### src/cpu_exec_pkg.sv
// Package for the instruction execution core: opcodes, instruction carrier, state view, constants.
package cpu_exec_pkg;

   // ----------------------------------------------------------------
   // Widths and fixed values
   // ----------------------------------------------------------------
   localparam int PC_W = 15;
   localparam int ABS_W = 12;
   localparam logic [7:0] REG_PAGE = 8'hF0;
   localparam logic [PC_W-1:0] TRAP_ADDR = 15'h00FF;
   localparam logic [6:0] BOOT_HIGH = 7'h00;
   localparam logic [7:0] SP_RESET = 8'hEF;
   localparam logic [PC_W-1:0] PC_RESET = 15'h0000;
   localparam logic [7:0] PTR_RESET = 8'h00;
   localparam logic [1:0] SKIP_ONE = 2'h1;

   // ----------------------------------------------------------------
   // Operations understood by the core
   // ----------------------------------------------------------------
   typedef enum logic [5:0] {
      op_nop, op_add, op_adc, op_subtract_with_carry, op_and, op_or, op_xor,
      op_and_immediate_skip, op_test_equal_direct, op_test_equal, op_test_not_equal,
      op_test_greater, op_pointer_nibble_test, op_decrement_skip_zero, op_bit_set,
      op_bit_clear, op_load_a, op_exchange_a, op_load_first_ptr, op_load_second_ptr,
      op_table_read, op_rotate_right_carry, op_rotate_left_carry, op_push, op_pop,
      op_vector_dispatch, op_long_jump, op_absolute_jump, op_relative_jump,
      op_long_call, op_short_call, op_boot_call, op_subroutine_return,
      op_return_and_skip, op_interrupt_return, op_software_trap
   } op_t;

   typedef enum logic [1:0] {mode_direct, mode_first_ptr, mode_second_ptr} mode_t;
   typedef enum logic [1:0] {adj_none, adj_inc, adj_dec} adj_t;

   // ----------------------------------------------------------------
   // Decoded instruction and visible core state
   // ----------------------------------------------------------------
   typedef struct packed {
      op_t op;
      logic src_imm;
      mode_t mode;
      adj_t adj;
      logic [7:0] imm;
      logic [7:0] direct_memory_operand;
      logic [2:0] bit_num;
      logic [PC_W-1:0] target;
      logic signed [6:0] disp;
      logic [1:0] len;
   } instr_t;

   typedef struct packed {
      logic [7:0] accum;
      logic [7:0] first_ptr;
      logic [7:0] second_ptr;
      logic [7:0] stack_pointer;
      logic carry;
      logic half_carry;
      logic global_irq_enable;
      logic skip_pending;
   } core_state_t;

endpackage

### src/cpu_exec_core.sv
// Execution core of an 8-bit controller: one decoded instruction at a time against data and program memory.
// Operation
// - True condition runs the next instruction; false condition skips it.
// - Add and subtract with carry update accumulator, carry and half carry.
// - And-immediate-skip skips next when accumulator AND immediate is zero, no write-back.
// - Direct compare runs next only if memory byte equals immediate.
// - Accumulator equal, not-equal, greater tests run next only when relation holds.
// - Pointer nibble test runs next only if low four pointer bits differ.
// - Decrement register-page byte by one, skip next when result is zero.
// - Bit set and clear write one bit, other bits unchanged.
// - Post-adjust forms use current pointer, then step it by one.
// - Table read loads accumulator from program byte at high counter and accumulator.
// - Rotate right through carry: carry into bit 7, bit 0 into carry.
// - Rotate left through carry, old bit 0 also into half carry.
// - Push writes then decrements stack pointer; pop increments then reads.
// - Vector dispatch loads counter high then low from adjacent program bytes.
// - Long jump loads the full 15-bit program counter.
// - Absolute jump loads low 12 counter bits, upper bits kept.
// - Relative jump adds signed displacement -64 to +63 to the counter.
// - Calls stack low byte at pointer, high byte below, drop pointer by two.
// - Boot call stacks return, loads low byte, clears high, fetches boot memory.
// - Return raises pointer by two, restores counter; skip variant skips next.
// - Interrupt return restores counter like return and sets global interrupt enable.
// - Software trap stacks counter like a call and jumps to 0FF.
// - A skipped instruction is processed as a no-operation with no effects.
// - Skipping takes as many cycles as the skipped instruction has bytes.
`timescale 1ns/1ps
module cpu_exec_core
   import cpu_exec_pkg::*;
(
   input wire logic sys_clk_in,
   input wire logic srst_in,
   input wire logic ce_in,
   input wire logic instr_valid_in,
   input wire instr_t instr_in,
   output logic instr_ready_out,
   output logic [PC_W-1:0] pc_out,
   output logic boot_fetch_out,
   output logic [7:0] dmem_addr_out,
   output logic [7:0] dmem_wdata_out,
   output logic dmem_we_out,
   input wire logic [7:0] dmem_rdata_in,
   output logic [PC_W-1:0] pmem_addr_out,
   input wire logic [7:0] pmem_rdata_in,
   output core_state_t state_out
);

   typedef enum logic [3:0] {
      st_idle, st_mem_rd, st_ret_lo, st_ret_hi, st_call_hi, st_pm_rd, st_vec_hi, st_vec_lo, st_skip
   } seq_t;

   seq_t seq_q;
   instr_t ins_q;
   logic [PC_W-1:0] pc_q;
   logic [7:0] a_q, b_q, x_q, sp_q;
   logic c_q, hc_q, gie_q, skip_q, boot_q;
   logic [1:0] skip_cnt_q;
   logic [7:0] addr_q, wdata_q;
   logic we_q;
   logic [PC_W-1:0] paddr_q;

   // ----------------------------------------------------------------
   // Operand selection and arithmetic
   // ----------------------------------------------------------------
   instr_t cur;
   logic accept, exec_now, needs_mem;
   logic [7:0] opnd, ea, a_d, wr_data;
   logic c_d, hc_d, do_next, wr_en;
   logic [8:0] sum9;
   logic [4:0] sum5;
   logic [7:0] dec8;
   logic [PC_W-1:0] pc_seq;

   assign instr_ready_out = (seq_q == st_idle);
   assign accept = ce_in && instr_ready_out && instr_valid_in;
   assign cur = (seq_q == st_idle) ? instr_in : ins_q;
   assign pc_seq = pc_q + PC_W'(instr_in.len);

   always_comb begin
      case (cur.op)
         op_add, op_adc, op_subtract_with_carry, op_and, op_or, op_xor,
         op_test_equal, op_test_not_equal, op_test_greater, op_load_a:
            needs_mem = !cur.src_imm;
         op_test_equal_direct, op_decrement_skip_zero, op_bit_set, op_bit_clear, op_exchange_a, op_pop:
            needs_mem = 1'b1;
         default:
            needs_mem = 1'b0;
      endcase
   end

   always_comb begin
      if (cur.op == op_decrement_skip_zero) begin
         ea = REG_PAGE | {4'h0, cur.direct_memory_operand[3:0]};
      end else if (cur.mode == mode_first_ptr) begin
         ea = b_q;
      end else if (cur.mode == mode_second_ptr) begin
         ea = x_q;
      end else begin
         ea = cur.direct_memory_operand;
      end
   end

   // Immediate forms execute on acceptance; memory forms one cycle later with the read data.
   assign opnd = (seq_q == st_idle) ? cur.imm : dmem_rdata_in;
   assign exec_now = (accept && !skip_q && !needs_mem) || (ce_in && seq_q == st_mem_rd);
   assign dec8 = opnd - 8'h01;

   always_comb begin
      a_d = a_q;
      c_d = c_q;
      hc_d = hc_q;
      do_next = 1'b1;
      wr_en = 1'b0;
      wr_data = opnd;
      sum9 = 9'h000;
      sum5 = 5'h00;
      case (cur.op)
         op_add: begin
            a_d = a_q + opnd;
         end
         op_adc: begin
            sum9 = {1'b0, a_q} + {1'b0, opnd} + {8'h00, c_q};
            sum5 = {1'b0, a_q[3:0]} + {1'b0, opnd[3:0]} + {4'h0, c_q};
            a_d = sum9[7:0];
            c_d = sum9[8];
            hc_d = sum5[4];
         end
         op_subtract_with_carry: begin
            // Carry acts as not-borrow, so the subtract is an add of the complement.
            sum9 = {1'b0, a_q} + {1'b0, ~opnd} + {8'h00, c_q};
            sum5 = {1'b0, a_q[3:0]} + {1'b0, ~opnd[3:0]} + {4'h0, c_q};
            a_d = sum9[7:0];
            c_d = sum9[8];
            hc_d = sum5[4];
         end
         op_and: a_d = a_q & opnd;
         op_or: a_d = a_q | opnd;
         op_xor: a_d = a_q ^ opnd;
         op_and_immediate_skip: do_next = ((a_q & opnd) != 8'h00);
         op_test_equal_direct: do_next = (opnd == cur.imm);
         op_test_equal: do_next = (a_q == opnd);
         op_test_not_equal: do_next = (a_q != opnd);
         op_test_greater: do_next = (a_q > opnd);
         op_pointer_nibble_test: do_next = (b_q[3:0] != cur.imm[3:0]);
         op_decrement_skip_zero: begin
            wr_en = 1'b1;
            wr_data = dec8;
            do_next = (dec8 != 8'h00);
         end
         op_bit_set: begin
            wr_en = 1'b1;
            wr_data = opnd | (8'h01 << cur.bit_num);
         end
         op_bit_clear: begin
            wr_en = 1'b1;
            wr_data = opnd & ~(8'h01 << cur.bit_num);
         end
         op_load_a, op_pop: a_d = opnd;
         op_exchange_a: begin
            a_d = opnd;
            wr_en = 1'b1;
            wr_data = a_q;
         end
         op_rotate_right_carry: begin
            a_d = {c_q, a_q[7:1]};
            c_d = a_q[0];
         end
         op_rotate_left_carry: begin
            a_d = {a_q[6:0], c_q};
            c_d = a_q[7];
            hc_d = a_q[0];
         end
         default: begin
         end
      endcase
   end

   // ----------------------------------------------------------------
   // Sequencer, skip handling and program counter
   // ----------------------------------------------------------------
   always_ff @(posedge sys_clk_in) begin
      if (srst_in) begin
         seq_q <= st_idle;
         ins_q <= '0;
         pc_q <= PC_RESET;
         skip_q <= 1'b0;
         skip_cnt_q <= 2'h0;
         boot_q <= 1'b0;
         gie_q <= 1'b0;
      end else if (ce_in) begin
         case (seq_q)
            st_idle: begin
               if (instr_valid_in) begin
                  ins_q <= instr_in;
                  pc_q <= pc_seq;
                  if (skip_q) begin
                     // The skipped instruction still occupies one cycle per byte, with no effect.
                     skip_q <= 1'b0;
                     if (instr_in.len > SKIP_ONE) begin
                        skip_cnt_q <= instr_in.len - SKIP_ONE;
                        seq_q <= st_skip;
                     end
                  end else if (needs_mem) begin
                     seq_q <= st_mem_rd;
                  end else begin
                     skip_q <= !do_next;
                     case (instr_in.op)
                        op_table_read, op_vector_dispatch: seq_q <= st_pm_rd;
                        op_long_jump: pc_q <= instr_in.target;
                        op_absolute_jump: pc_q[ABS_W-1:0] <= instr_in.target[ABS_W-1:0];
                        op_relative_jump: pc_q <= pc_q + PC_W'(instr_in.disp);
                        op_long_call, op_short_call, op_boot_call, op_software_trap: seq_q <= st_call_hi;
                        op_subroutine_return, op_return_and_skip, op_interrupt_return: seq_q <= st_ret_lo;
                        default: begin
                        end
                     endcase
                  end
               end
            end
            st_skip: begin
               skip_cnt_q <= skip_cnt_q - SKIP_ONE;
               if (skip_cnt_q == SKIP_ONE) begin
                  seq_q <= st_idle;
               end
            end
            st_mem_rd: begin
               skip_q <= !do_next;
               seq_q <= st_idle;
            end
            st_pm_rd: begin
               if (ins_q.op == op_vector_dispatch) begin
                  pc_q[PC_W-1:8] <= pmem_rdata_in[6:0];
                  seq_q <= st_vec_lo;
               end else begin
                  seq_q <= st_idle;
               end
            end
            st_vec_lo: begin
               pc_q[7:0] <= pmem_rdata_in;
               seq_q <= st_idle;
            end
            st_call_hi: begin
               seq_q <= st_idle;
               case (ins_q.op)
                  op_long_call: pc_q <= ins_q.target;
                  op_short_call: pc_q[ABS_W-1:0] <= ins_q.target[ABS_W-1:0];
                  op_boot_call: begin
                     pc_q <= {BOOT_HIGH, ins_q.target[7:0]};
                     boot_q <= 1'b1;
                  end
                  default: pc_q <= TRAP_ADDR;
               endcase
            end
            st_ret_lo: begin
               pc_q[7:0] <= dmem_rdata_in;
               seq_q <= st_ret_hi;
            end
            st_ret_hi: begin
               pc_q[PC_W-1:8] <= dmem_rdata_in[6:0];
               boot_q <= 1'b0;
               skip_q <= (ins_q.op == op_return_and_skip);
               if (ins_q.op == op_interrupt_return) begin
                  gie_q <= 1'b1;
               end
               seq_q <= st_idle;
            end
            default: seq_q <= st_idle;
         endcase
      end
   end

   // ----------------------------------------------------------------
   // Accumulator and flags
   // ----------------------------------------------------------------
   always_ff @(posedge sys_clk_in) begin
      if (srst_in) begin
         a_q <= 8'h00;
         c_q <= 1'b0;
         hc_q <= 1'b0;
      end else if (ce_in) begin
         if (exec_now) begin
            a_q <= a_d;
            c_q <= c_d;
            hc_q <= hc_d;
         end else if (seq_q == st_pm_rd && ins_q.op == op_table_read) begin
            a_q <= pmem_rdata_in;
         end
      end
   end

   // ----------------------------------------------------------------
   // Pointers and stack pointer
   // ----------------------------------------------------------------
   logic [7:0] step;
   assign step = (instr_in.adj == adj_inc) ? 8'h01 : (instr_in.adj == adj_dec) ? 8'hFF : 8'h00;
   always_ff @(posedge sys_clk_in) begin
      if (srst_in) begin
         b_q <= PTR_RESET;
         x_q <= PTR_RESET;
         sp_q <= SP_RESET;
      end else if (ce_in) begin
         if (accept && !skip_q) begin
            case (instr_in.op)
               op_load_first_ptr: b_q <= instr_in.imm;
               op_load_second_ptr: x_q <= instr_in.imm;
               op_push: sp_q <= sp_q - 8'h01;
               op_pop: sp_q <= sp_q + 8'h01;
               default: begin
               end
            endcase
            if ((instr_in.op == op_load_a || instr_in.op == op_exchange_a) && !instr_in.src_imm) begin
               if (instr_in.mode == mode_first_ptr) b_q <= b_q + step;
               if (instr_in.mode == mode_second_ptr) x_q <= x_q + step;
            end
         end else if (seq_q == st_call_hi) begin
            sp_q <= sp_q - 8'h02;
         end else if (seq_q == st_ret_hi) begin
            sp_q <= sp_q + 8'h02;
         end
      end
   end

   // ----------------------------------------------------------------
   // Memory ports
   // ----------------------------------------------------------------
   // Pop shares the read cycle with ordinary memory operands, so its load rides on the same path.
   always_ff @(posedge sys_clk_in) begin
      if (srst_in) begin
         addr_q <= 8'h00;
         wdata_q <= 8'h00;
         we_q <= 1'b0;
         paddr_q <= PC_RESET;
      end else if (ce_in) begin
         we_q <= 1'b0;
         if (accept && !skip_q) begin
            case (instr_in.op)
               op_push: begin
                  addr_q <= sp_q;
                  wdata_q <= a_q;
                  we_q <= 1'b1;
               end
               op_pop: addr_q <= sp_q + 8'h01;
               op_long_call, op_short_call, op_boot_call, op_software_trap: begin
                  addr_q <= sp_q;
                  wdata_q <= pc_seq[7:0];
                  we_q <= 1'b1;
               end
               op_subroutine_return, op_return_and_skip, op_interrupt_return: addr_q <= sp_q + 8'h02;
               op_table_read: paddr_q <= {pc_q[PC_W-1:8], a_q};
               op_vector_dispatch: paddr_q <= instr_in.target;
               default: addr_q <= ea;
            endcase
         end else if (seq_q == st_call_hi) begin
            addr_q <= sp_q - 8'h01;
            wdata_q <= {1'b0, pc_q[PC_W-1:8]};
            we_q <= 1'b1;
         end else if (seq_q == st_ret_lo) begin
            addr_q <= sp_q + 8'h01;
         end else if (seq_q == st_pm_rd) begin
            paddr_q <= paddr_q + 15'h0001;
         end else if (seq_q == st_mem_rd && wr_en) begin
            wdata_q <= wr_data;
            we_q <= 1'b1;
         end
      end
   end

   assign pc_out = pc_q;
   assign boot_fetch_out = boot_q;
   assign dmem_addr_out = addr_q;
   assign dmem_wdata_out = wdata_q;
   assign dmem_we_out = we_q;
   assign pmem_addr_out = paddr_q;
   assign state_out = '{accum: a_q, first_ptr: b_q, second_ptr: x_q, stack_pointer: sp_q, carry: c_q,
                        half_carry: hc_q, global_irq_enable: gie_q, skip_pending: skip_q};

endmodule // cpu_exec_core

### config.mk
export PLATFORM = sky130hd
export DESIGN_NAME = cpu_exec_core
export DESIGN_NICKNAME = d
export VERILOG_FILES = /design/src/cpu_exec_pkg.sv /design/src/cpu_exec_core.sv
export SDC_FILE = /design/constraint.sdc
export NUM_CORES = 1
export LEC_CHECK = 0
export BUFFER_PORTS_ARGS = -buffer_cell sky130_fd_sc_hd__buf_2
export CAP_MARGIN = 5
export CORE_MARGIN = 4
export CORE_UTILIZATION = 47
export DETAILED_ROUTE_END_ITERATION = 12
export PLACE_DENSITY = 0.72
export SKIP_CTS_REPAIR_TIMING = 1
export SLEW_MARGIN = 5
export SYNTH_ARGS = -nofsm -noshare
export SYNTH_HDL_FRONTEND = slang
export SYNTH_SLANG_ARGS = --single-unit
### constraint.sdc
create_clock -name sys_clk_in -period 12.15 [get_ports sys_clk_in]
set_clock_uncertainty 0.15 [all_clocks]
set_input_delay 3.0375 -clock sys_clk_in [delete_from_list [all_inputs] [get_ports sys_clk_in]]
set_output_delay 3.0375 -clock sys_clk_in [all_outputs]
set_load 0.01 [all_outputs]
==> results.md, run 1 <==
- The run finished with clean final reports.
- For this run, the register share of the synthesized area comes to 20.5%.
- From left edge to right edge, the die measures between 150 and 200 um.
- The final hold violation count was 0.
- The insertion delay of the later-clocked pin in the worst-skew pair is about 0.44 ns.
- TritonCTS built the clock tree.
- The via count of the first global-routing pass was around 14,000.
- The wire length reported by the detailed router is between 50,000 and 60,000 um.
- The worst-case vdd ir drop is 121 uV.
- Clock-pin slew was measured on the worst setup and hold paths at 0.06 ns.
- The half-perimeter wire length of the detailed placement result is ~40,000 um.
- The maximum buffer depth of the clock tree is 2.
- The flop-to-flop setup slack is 6.96 ns.
- In the final layout, the share of cells above drive strength 1 is 14.3%.
- The I/O pin count is ~160.
- The tree is rooted in a sky130_fd_sc_hd__clkbuf_16.
- Across the run, the number of max-cap violations was 0.
- The worst setup path is captured at a flip-flop.
- Setup violations remaining at the end of the flow were counted as 0.
- The antenna violation net count after detailed routing is 0.
- Routability-driven placement finished with a final weighted congestion of about 1.1.
- Power spread over the standard cell area amounts to around 220 nW/um^2.
- The share of synthesized area in the top cell type comes to between 20% and 30%.
- The max-slew violation count is 0.
- The reg-to-reg startpoint is seq_q[2].
- The iteration count of the initial detailed-routing pass is 8.
- The number of clock sinks seen by CTS is around 130.
- Counting flops with an async set or reset pin after synthesis yields a share of 0%.
- The via total after detailed routing is 15,400.
- The slew of the pin with the lowest slew margin is ~1.2 ns.
- Yosys attributes the largest share of cell area to sky130_fd_sc_hd__dfxtp_1, sky130_fd_sc_hd__nand2_1, sky130_fd_sc_hd__a21oi_1.
- The worst setup path startpoint is instr_in[52].
- The post-synthesis register bit count is 133.
- Along the worst path, the maximum fanout reaches 18.
- After layout, the worst path uses 52.1% of the clock period.
- In this run the critical register-to-register path is captured at a_q[6].
- The total congestion overflow after global routing is 0.
- The mapped netlist covers around 13,000 sq um.
- The critical path startpoint category is a primary input.
- The commonest register cell after synthesis is sky130_fd_sc_hd__dfxtp_1.
- The vertical die dimension is between 150 and 200 um.
- The final hold slack is about 0.3 ns.
- The worst path in the final design needs a cycle of 6.33 ns, including I/O delays and setup.
- The maximum clock frequency is 158 MHz.
- The net count of the finished layout is 2,025.
- The die covers slightly above 30,000 sq um.
- Setup repair after global routing left no endpoint under its margin.
- In this run the worst hold path is classified as reg2reg.
- The detailed router finished its first iteration with about 2,300 violations.
- In the final routed layout, each cell accounts on average for between 20 and 25 um.
- The synthesis-to-finish area growth is 10.6%.
- Dividing the detail-routed via count by the number of cells gives roughly 6.8.
- The post-synthesis average cell area is 7.16 sq um.
- The relative slew slack is 19.7%.
- The antenna diode count is 0.
- TritonCTS created 17 clock buffers.
- After floorplanning, the core was divided into 60 placement rows.
- Counting every instance in the synthesized netlist gives ~1,800.
- The number of buffers inserted by port buffering is 158.
- The critical path in this run is classified as in2reg.
- The number of warnings printed during yosys synthesis is 0.
- After floorplanning, the core was sized to cover roughly 27,000 sq um.
- The path depth of the worst reg2reg path is 15.
- At the worst endpoint, the arrival time is about 6.5 ns.
- The global-route wire length before repair is 83,800 um.
- The analysis attributes to cell leakage a power of 5.60 nW.
- Yosys instantiated no cell more often than sky130_fd_sc_hd__nand2_1.
- The H-tree level count is 4.
- The end-of-flow core utilization is 53.1%.
- The net count after synthesis is ~2,000.
- In the routed design, unresolved DRC markers number 0.
- The total negative setup slack is 0 ns.
- After synthesis, the most frequently instantiated cells are sky130_fd_sc_hd__nand2_1, sky130_fd_sc_hd__a21oi_1, sky130_fd_sc_hd__nor2_1, sky130_fd_sc_hd__dfxtp_1, sky130_fd_sc_hd__clkbuf_1.
- The critical path ends at pc_out[11].
- The initial antenna violation count came to 3.
- The number of synthesized flops with an enable pin is 0.
- The largest net degree at the start of global routing is 74.
- The required time at the endpoint of the critical path is 12.33 ns.
- The final total power is ~3.2 mW.
- The cell type with the largest total area after synthesis is sky130_fd_sc_hd__dfxtp_1.
- Global routing used roughly a third of the available tracks across all layers.
- The initial core utilization is between 40% and 50%.
- The number of distinct standard cells referenced by the synthesized netlist is 99.
## registers in the layout, summed over array words and instances (netlist names), 4 cells and up
name and flops:
a_q 8, b_q 8, dmem_addr_out 8, dmem_wdata_out 8
ins_q 43, pc_out 15, pmem_addr_out 15, seq_q 4
sp_q 8, x_q 8
## placed cells by master (no fill, tap or decap), drive strengths merged, types with 22 or more instances in the layout
master,count
a22oi,30
and3,22
nand3,67
dfxtp,133
o22ai,23
nor2,160
xor2,22
a211oi,40
buf,180
o21ai,99
a21oi,181
mux2i,34
xnor2,49
inv,68
nor3,46
o211ai,24
nor2b,29
nand2,248
ha,58
## worst min path at each step
| stage | startpoint | endpoint | slack, ns | cells past startpoint |
|---|---|---|---|---|
| after floorplan | ins_q[10] | ins_q[10] | 0.28 | 2 |
| after global placement | dmem_addr_out[2] | dmem_addr_out[2] | 0.29 | 2 |
| after detailed placement | ins_q[9] | ins_q[9] | 0.29 | 2 |
| after CTS | ins_q[9] | ins_q[9] | 0.30 | 2 |
| after global routing | ins_q[9] | ins_q[9] | 0.33 | 2 |
| final | ins_q[9] | ins_q[9] | 0.30 | 2 |
## stage by stage
step                worst slack, ns  instances  cell area (sq um)
finish                         5.82       2271              14400
global route                   5.82       2271              14400
CTS                            6.08       2271              14400
detailed placement             5.62       2239              13800
global placement               5.76       2239              13800
floorplan                      6.50       1816              13000
## report_power, final
part	switching, mW	internal, mW	total (mW)
logic	1.35	0.686	2.03
clock network	0.233	0.296	0.529
registers	0.140	0.522	0.662
## layer usage
layer	track usage (%)	part of all wire [%]
met3	7.31	12
met4	14.1	4.5
met1	46.9	40
met5	0	0.075
met2	53.0	43
## final cells by class
type	instances	area, sq um
clock buffer	20	457
tap	372	465
fill	2685	12700
clock inverter	12	119
sequential	133	2660
timing repair buffer	180	958
multi-input combinational	1489	9470
inverter	65	249
## worst max-delay path, stage by stage
cell	delay [ns]
sky130_fd_sc_hd__buf_2	0.29
sky130_fd_sc_hd__nor4bb_1	0.85
sky130_fd_sc_hd__and2_1	0.62
sky130_fd_sc_hd__nor2_1	0.12
sky130_fd_sc_hd__nor4_2	0.87
sky130_fd_sc_hd__o21ai_0	0.21
sky130_fd_sc_hd__a21o_1	0.22
sky130_fd_sc_hd__o311a_1	0.27
## cell families (layout without fill, tap and decap cells)
group	count (synthesis)	in the layout	synth area share (%)
fa+ha+maj	66	66	6.74
compound gates	606	606	31.4
simple gates	698	698	25.8
mux	48	48	3.97
buf+inv	194	277	6.84
flops	133	133	20.5
xor+xnor	71	71	4.78
No activity file was read; power rests on OpenSTA's default activity.
==> run 2: changes to the inputs <==
==> constraint.sdc (replaced) <==
create_clock -name sys_clk_in -period 6.55 [get_ports sys_clk_in]
set_clock_uncertainty 0.15 [all_clocks]
set_input_delay 1.6375 -clock sys_clk_in [delete_from_list [all_inputs] [get_ports sys_clk_in]]
set_output_delay 1.6375 -clock sys_clk_in [all_outputs]
set_load 0.01 [all_outputs]
==> results.md, run 2 (same netlist as run 1, synthesis figures left out) <==
- The share of final-layout standard cells stronger than drive strength 1 is 14.2% (-0.090 points).
- The total congestion overflow after global routing is 0 (unchanged).
- The number of buffers inserted by port buffering is 158 (unchanged).
- The end-of-flow core utilization was 53.1% (about the same).
- The final hold violation count is 0 (unchanged).
- The total die area is 30,400 sq um (unchanged).
- The die span in x is 174 um (unchanged).
- The worst-case vdd ir drop came to 267 uV (+120%).
- The final critical path takes up 79.8% of the cycle.
- The violation count after the first detailed-routing iteration is 2,223 (-3.8%).
- After layout, the minimum clock period comes to 5.23 ns.
- The master of the slowest instance on the critical path is sky130_fd_sc_hd__dfxtp_1.
- The worst hold path class is reg2reg.
- The synthesis-to-finish area growth is 10.6% (about the same).
- The leakage power is 5.61 nW (about the same).
- The insertion delay of the later-clocked pin in the worst-skew pair came to 0.44 ns (about the same).
- The wire length reported by the detailed router was 55,100 um (+0.59%).
- The clock transition time at the flip-flop clock pins of the worst setup and hold paths is 0.08 ns (+0.02 ns).
- The cell area power density is 419 nW/um^2 (+87%).
- The average vias per placed instance is 6.76 (-0.37%).
- The slew of the pin with the lowest slew margin is 1.32 ns (+0.120 ns).
- TritonCTS built the clock tree.
- The buffer cell driving the clock tree root is sky130_fd_sc_hd__clkbuf_16.
- Traced cell by cell, the critical path runs through or4_4 -> clkinv_4 -> nand2_1 -> nand2_1 -> inv_1 -> fa_1 -> inv_1 -> fa_1 -> a21oi_1 -> nor2_1 -> nor2_1 -> nor3_1 -> nor4_1 -> o2111ai_1 -> a211oi_1 -> o211ai_1.
- ins_q holds more flip-flops than any other register.
- The final routed DRC violation total is 0 (unchanged).
- The area of the placeable core is 27,100 sq um (unchanged).
- The maximum clock frequency is between 150 and 200 MHz.
- The data arrival time of the critical path came to 5.39 ns (-1.11 ns).
- The iteration count of the initial detailed-routing pass was 8 (unchanged).
- The H-tree level count was 4 (unchanged).
- The via count of the first global-routing pass came to 14,200 (-0.95%).
- The relative slew slack is 11.5% (-8.1 points).
- The initial antenna violation count is 2 (-1).
- The maximum buffer depth of the clock tree was 2 (unchanged).
- The number of clock sinks seen by CTS is 133 (unchanged).
- The critical path start-end classification is reg2reg.
- The number of max-capacitance violations reported was 0 (unchanged).
- The half-perimeter wire length of the detailed placement result came to 40,200 um (+0.45%).
- In the layout the commonest cells are sky130_fd_sc_hd__nand2_1, sky130_fd_sc_hd__a21oi_1, sky130_fd_sc_hd__nor2_1, sky130_fd_sc_hd__buf_2, sky130_fd_sc_hd__dfxtp_1.
- The number of rows created at floorplan is 60 (unchanged).
- The antenna diode count was 0 (unchanged).
- The vertical die dimension is 174 um (unchanged).
- The global-route wire length before repair is 84,800 um (+1.2%).
- The worst setup path is captured at a flip-flop.
- The library cell used most frequently in the layout, excluding fill and tap cells, is sky130_fd_sc_hd__nand2_1.
- The initial core utilization is 48.0% (unchanged).
- The flow ran to the end, and the final reports show no timing, DRC or antenna violations.
- The worst stage delay on the critical path is 0.75 ns (-0.12 ns).
- The max-slew violation count is 0 (unchanged).
- The pre-CTS worst setup slack is 1.56 ns (-4.06 ns).
- The net count of the finished layout is 2,023 (-0.099%).
- The I/O pin count is 159 (unchanged).
- The total negative setup slack is 0 ns (unchanged).
- The total of endpoints with negative setup slack in the final report is 0 (unchanged).
- The critical path startpoint category is a flip-flop.
- Setup repair after global routing left no endpoint under its margin.
- The flip-flop count of the largest register, all copies and words added is 43 (unchanged).
- The via total after detailed routing is 15,300 (-0.45%).
- The post-layout worst setup margin was 1.32 ns (-4.50 ns).
- The largest fanout of any net on the critical path is 42 (+24).
- The largest net degree at the start of global routing came to 57 (-23%).
- The global-route usage over all layers is 34.8% (+0.32 points).
- The non-filler instance count after layout is 2,269 (-0.088%).
- The global placer's final weighted congestion is 1.06 (-1.9%).
- The count of placed standard cells including taps is 2,237 (-0.089%).
- The final routed wire length divided by cell count is 24.3 um (+0.68%).
- The number of buffers inserted during clock tree synthesis is 17 (unchanged).
- The required time at the endpoint of the critical path was 6.72 ns (-5.61 ns).
- The antenna violation net count after detailed routing came to 0 (unchanged).
-- run 2: cell types whose count changed in the layout (fill, tap and decap cells not counted), sizes merged --
| cell | before | now |
|---|---|---|
| bufinv | 1 | 2 |
| clkinv | 6 | 7 |
| clkbuf | 20 | 19 |
| buf | 180 | 178 |
| clkinvlp | 2 | 1 |
-- run 2: final cells by class --
class / instances / area (sq um)
Multi-Input combinational cell: 1489 / 9460
Fill cell: 2670 / 12700
Clock inverter: 13 / 144
Clock buffer: 19 / 453
Sequential cell: 133 / 2660
Inverter: 65 / 249
Timing Repair Buffer: 178 / 943
Tap cell: 372 / 465
-- run 2: stage by stage --
| stage | cell area, sq um | power (mW) | hold WS (ns) |
|---|---|---|---|
| after global routing | 14400 | 6.33 | 0.316 |
| after CTS | 14400 | 5.89 | 0.302 |
| after global placement | 13800 | 4.85 | 0.288 |
| final | 14400 | 6.03 | 0.302 |
| after floorplan | 13000 | 3.91 | 0.283 |
| after detailed placement | 13800 | 4.86 | 0.293 |
-- run 2: metal layers --
metal	track usage, %	vias to the layer above	wire length [um]
met2	52.5	1147	23600
met5	0	-	23
met1	48.3	7138	22300
li1	-	6854	-
met3	6.52	185	6710
met4	15.3	4	2530
-- run 2: final timing paths --
path	start	to	slack (ns)	depth (start not counted)
hold reg to reg	ins_q[13]	ins_q[13]	0.30	2
setup / recovery	seq_q[2]	a_q[4]	1.32	16
setup reg to reg	seq_q[2]	a_q[4]	1.32	16
hold / removal	ins_q[13]	ins_q[13]	0.30	2
-- run 2: power by group --
group          leakage, nW  internal, mW  switching, mW
Sequential            1.08         0.969          0.286
Combinational         4.23          1.27           2.48
Clock                0.294         0.586          0.434
-- run 2: critical path, delay by kind of cell, from the launching register on --
kind | cells | cell delay (ns)
AO/OA/AOI/OAI | 4 | 0.91
adder cells (fa/ha/maj) | 2 | 0.72
AND/OR/NAND/NOR | 7 | 1.75
flip-flops | 1 | 0.75
buffers and inverters | 3 | 0.80
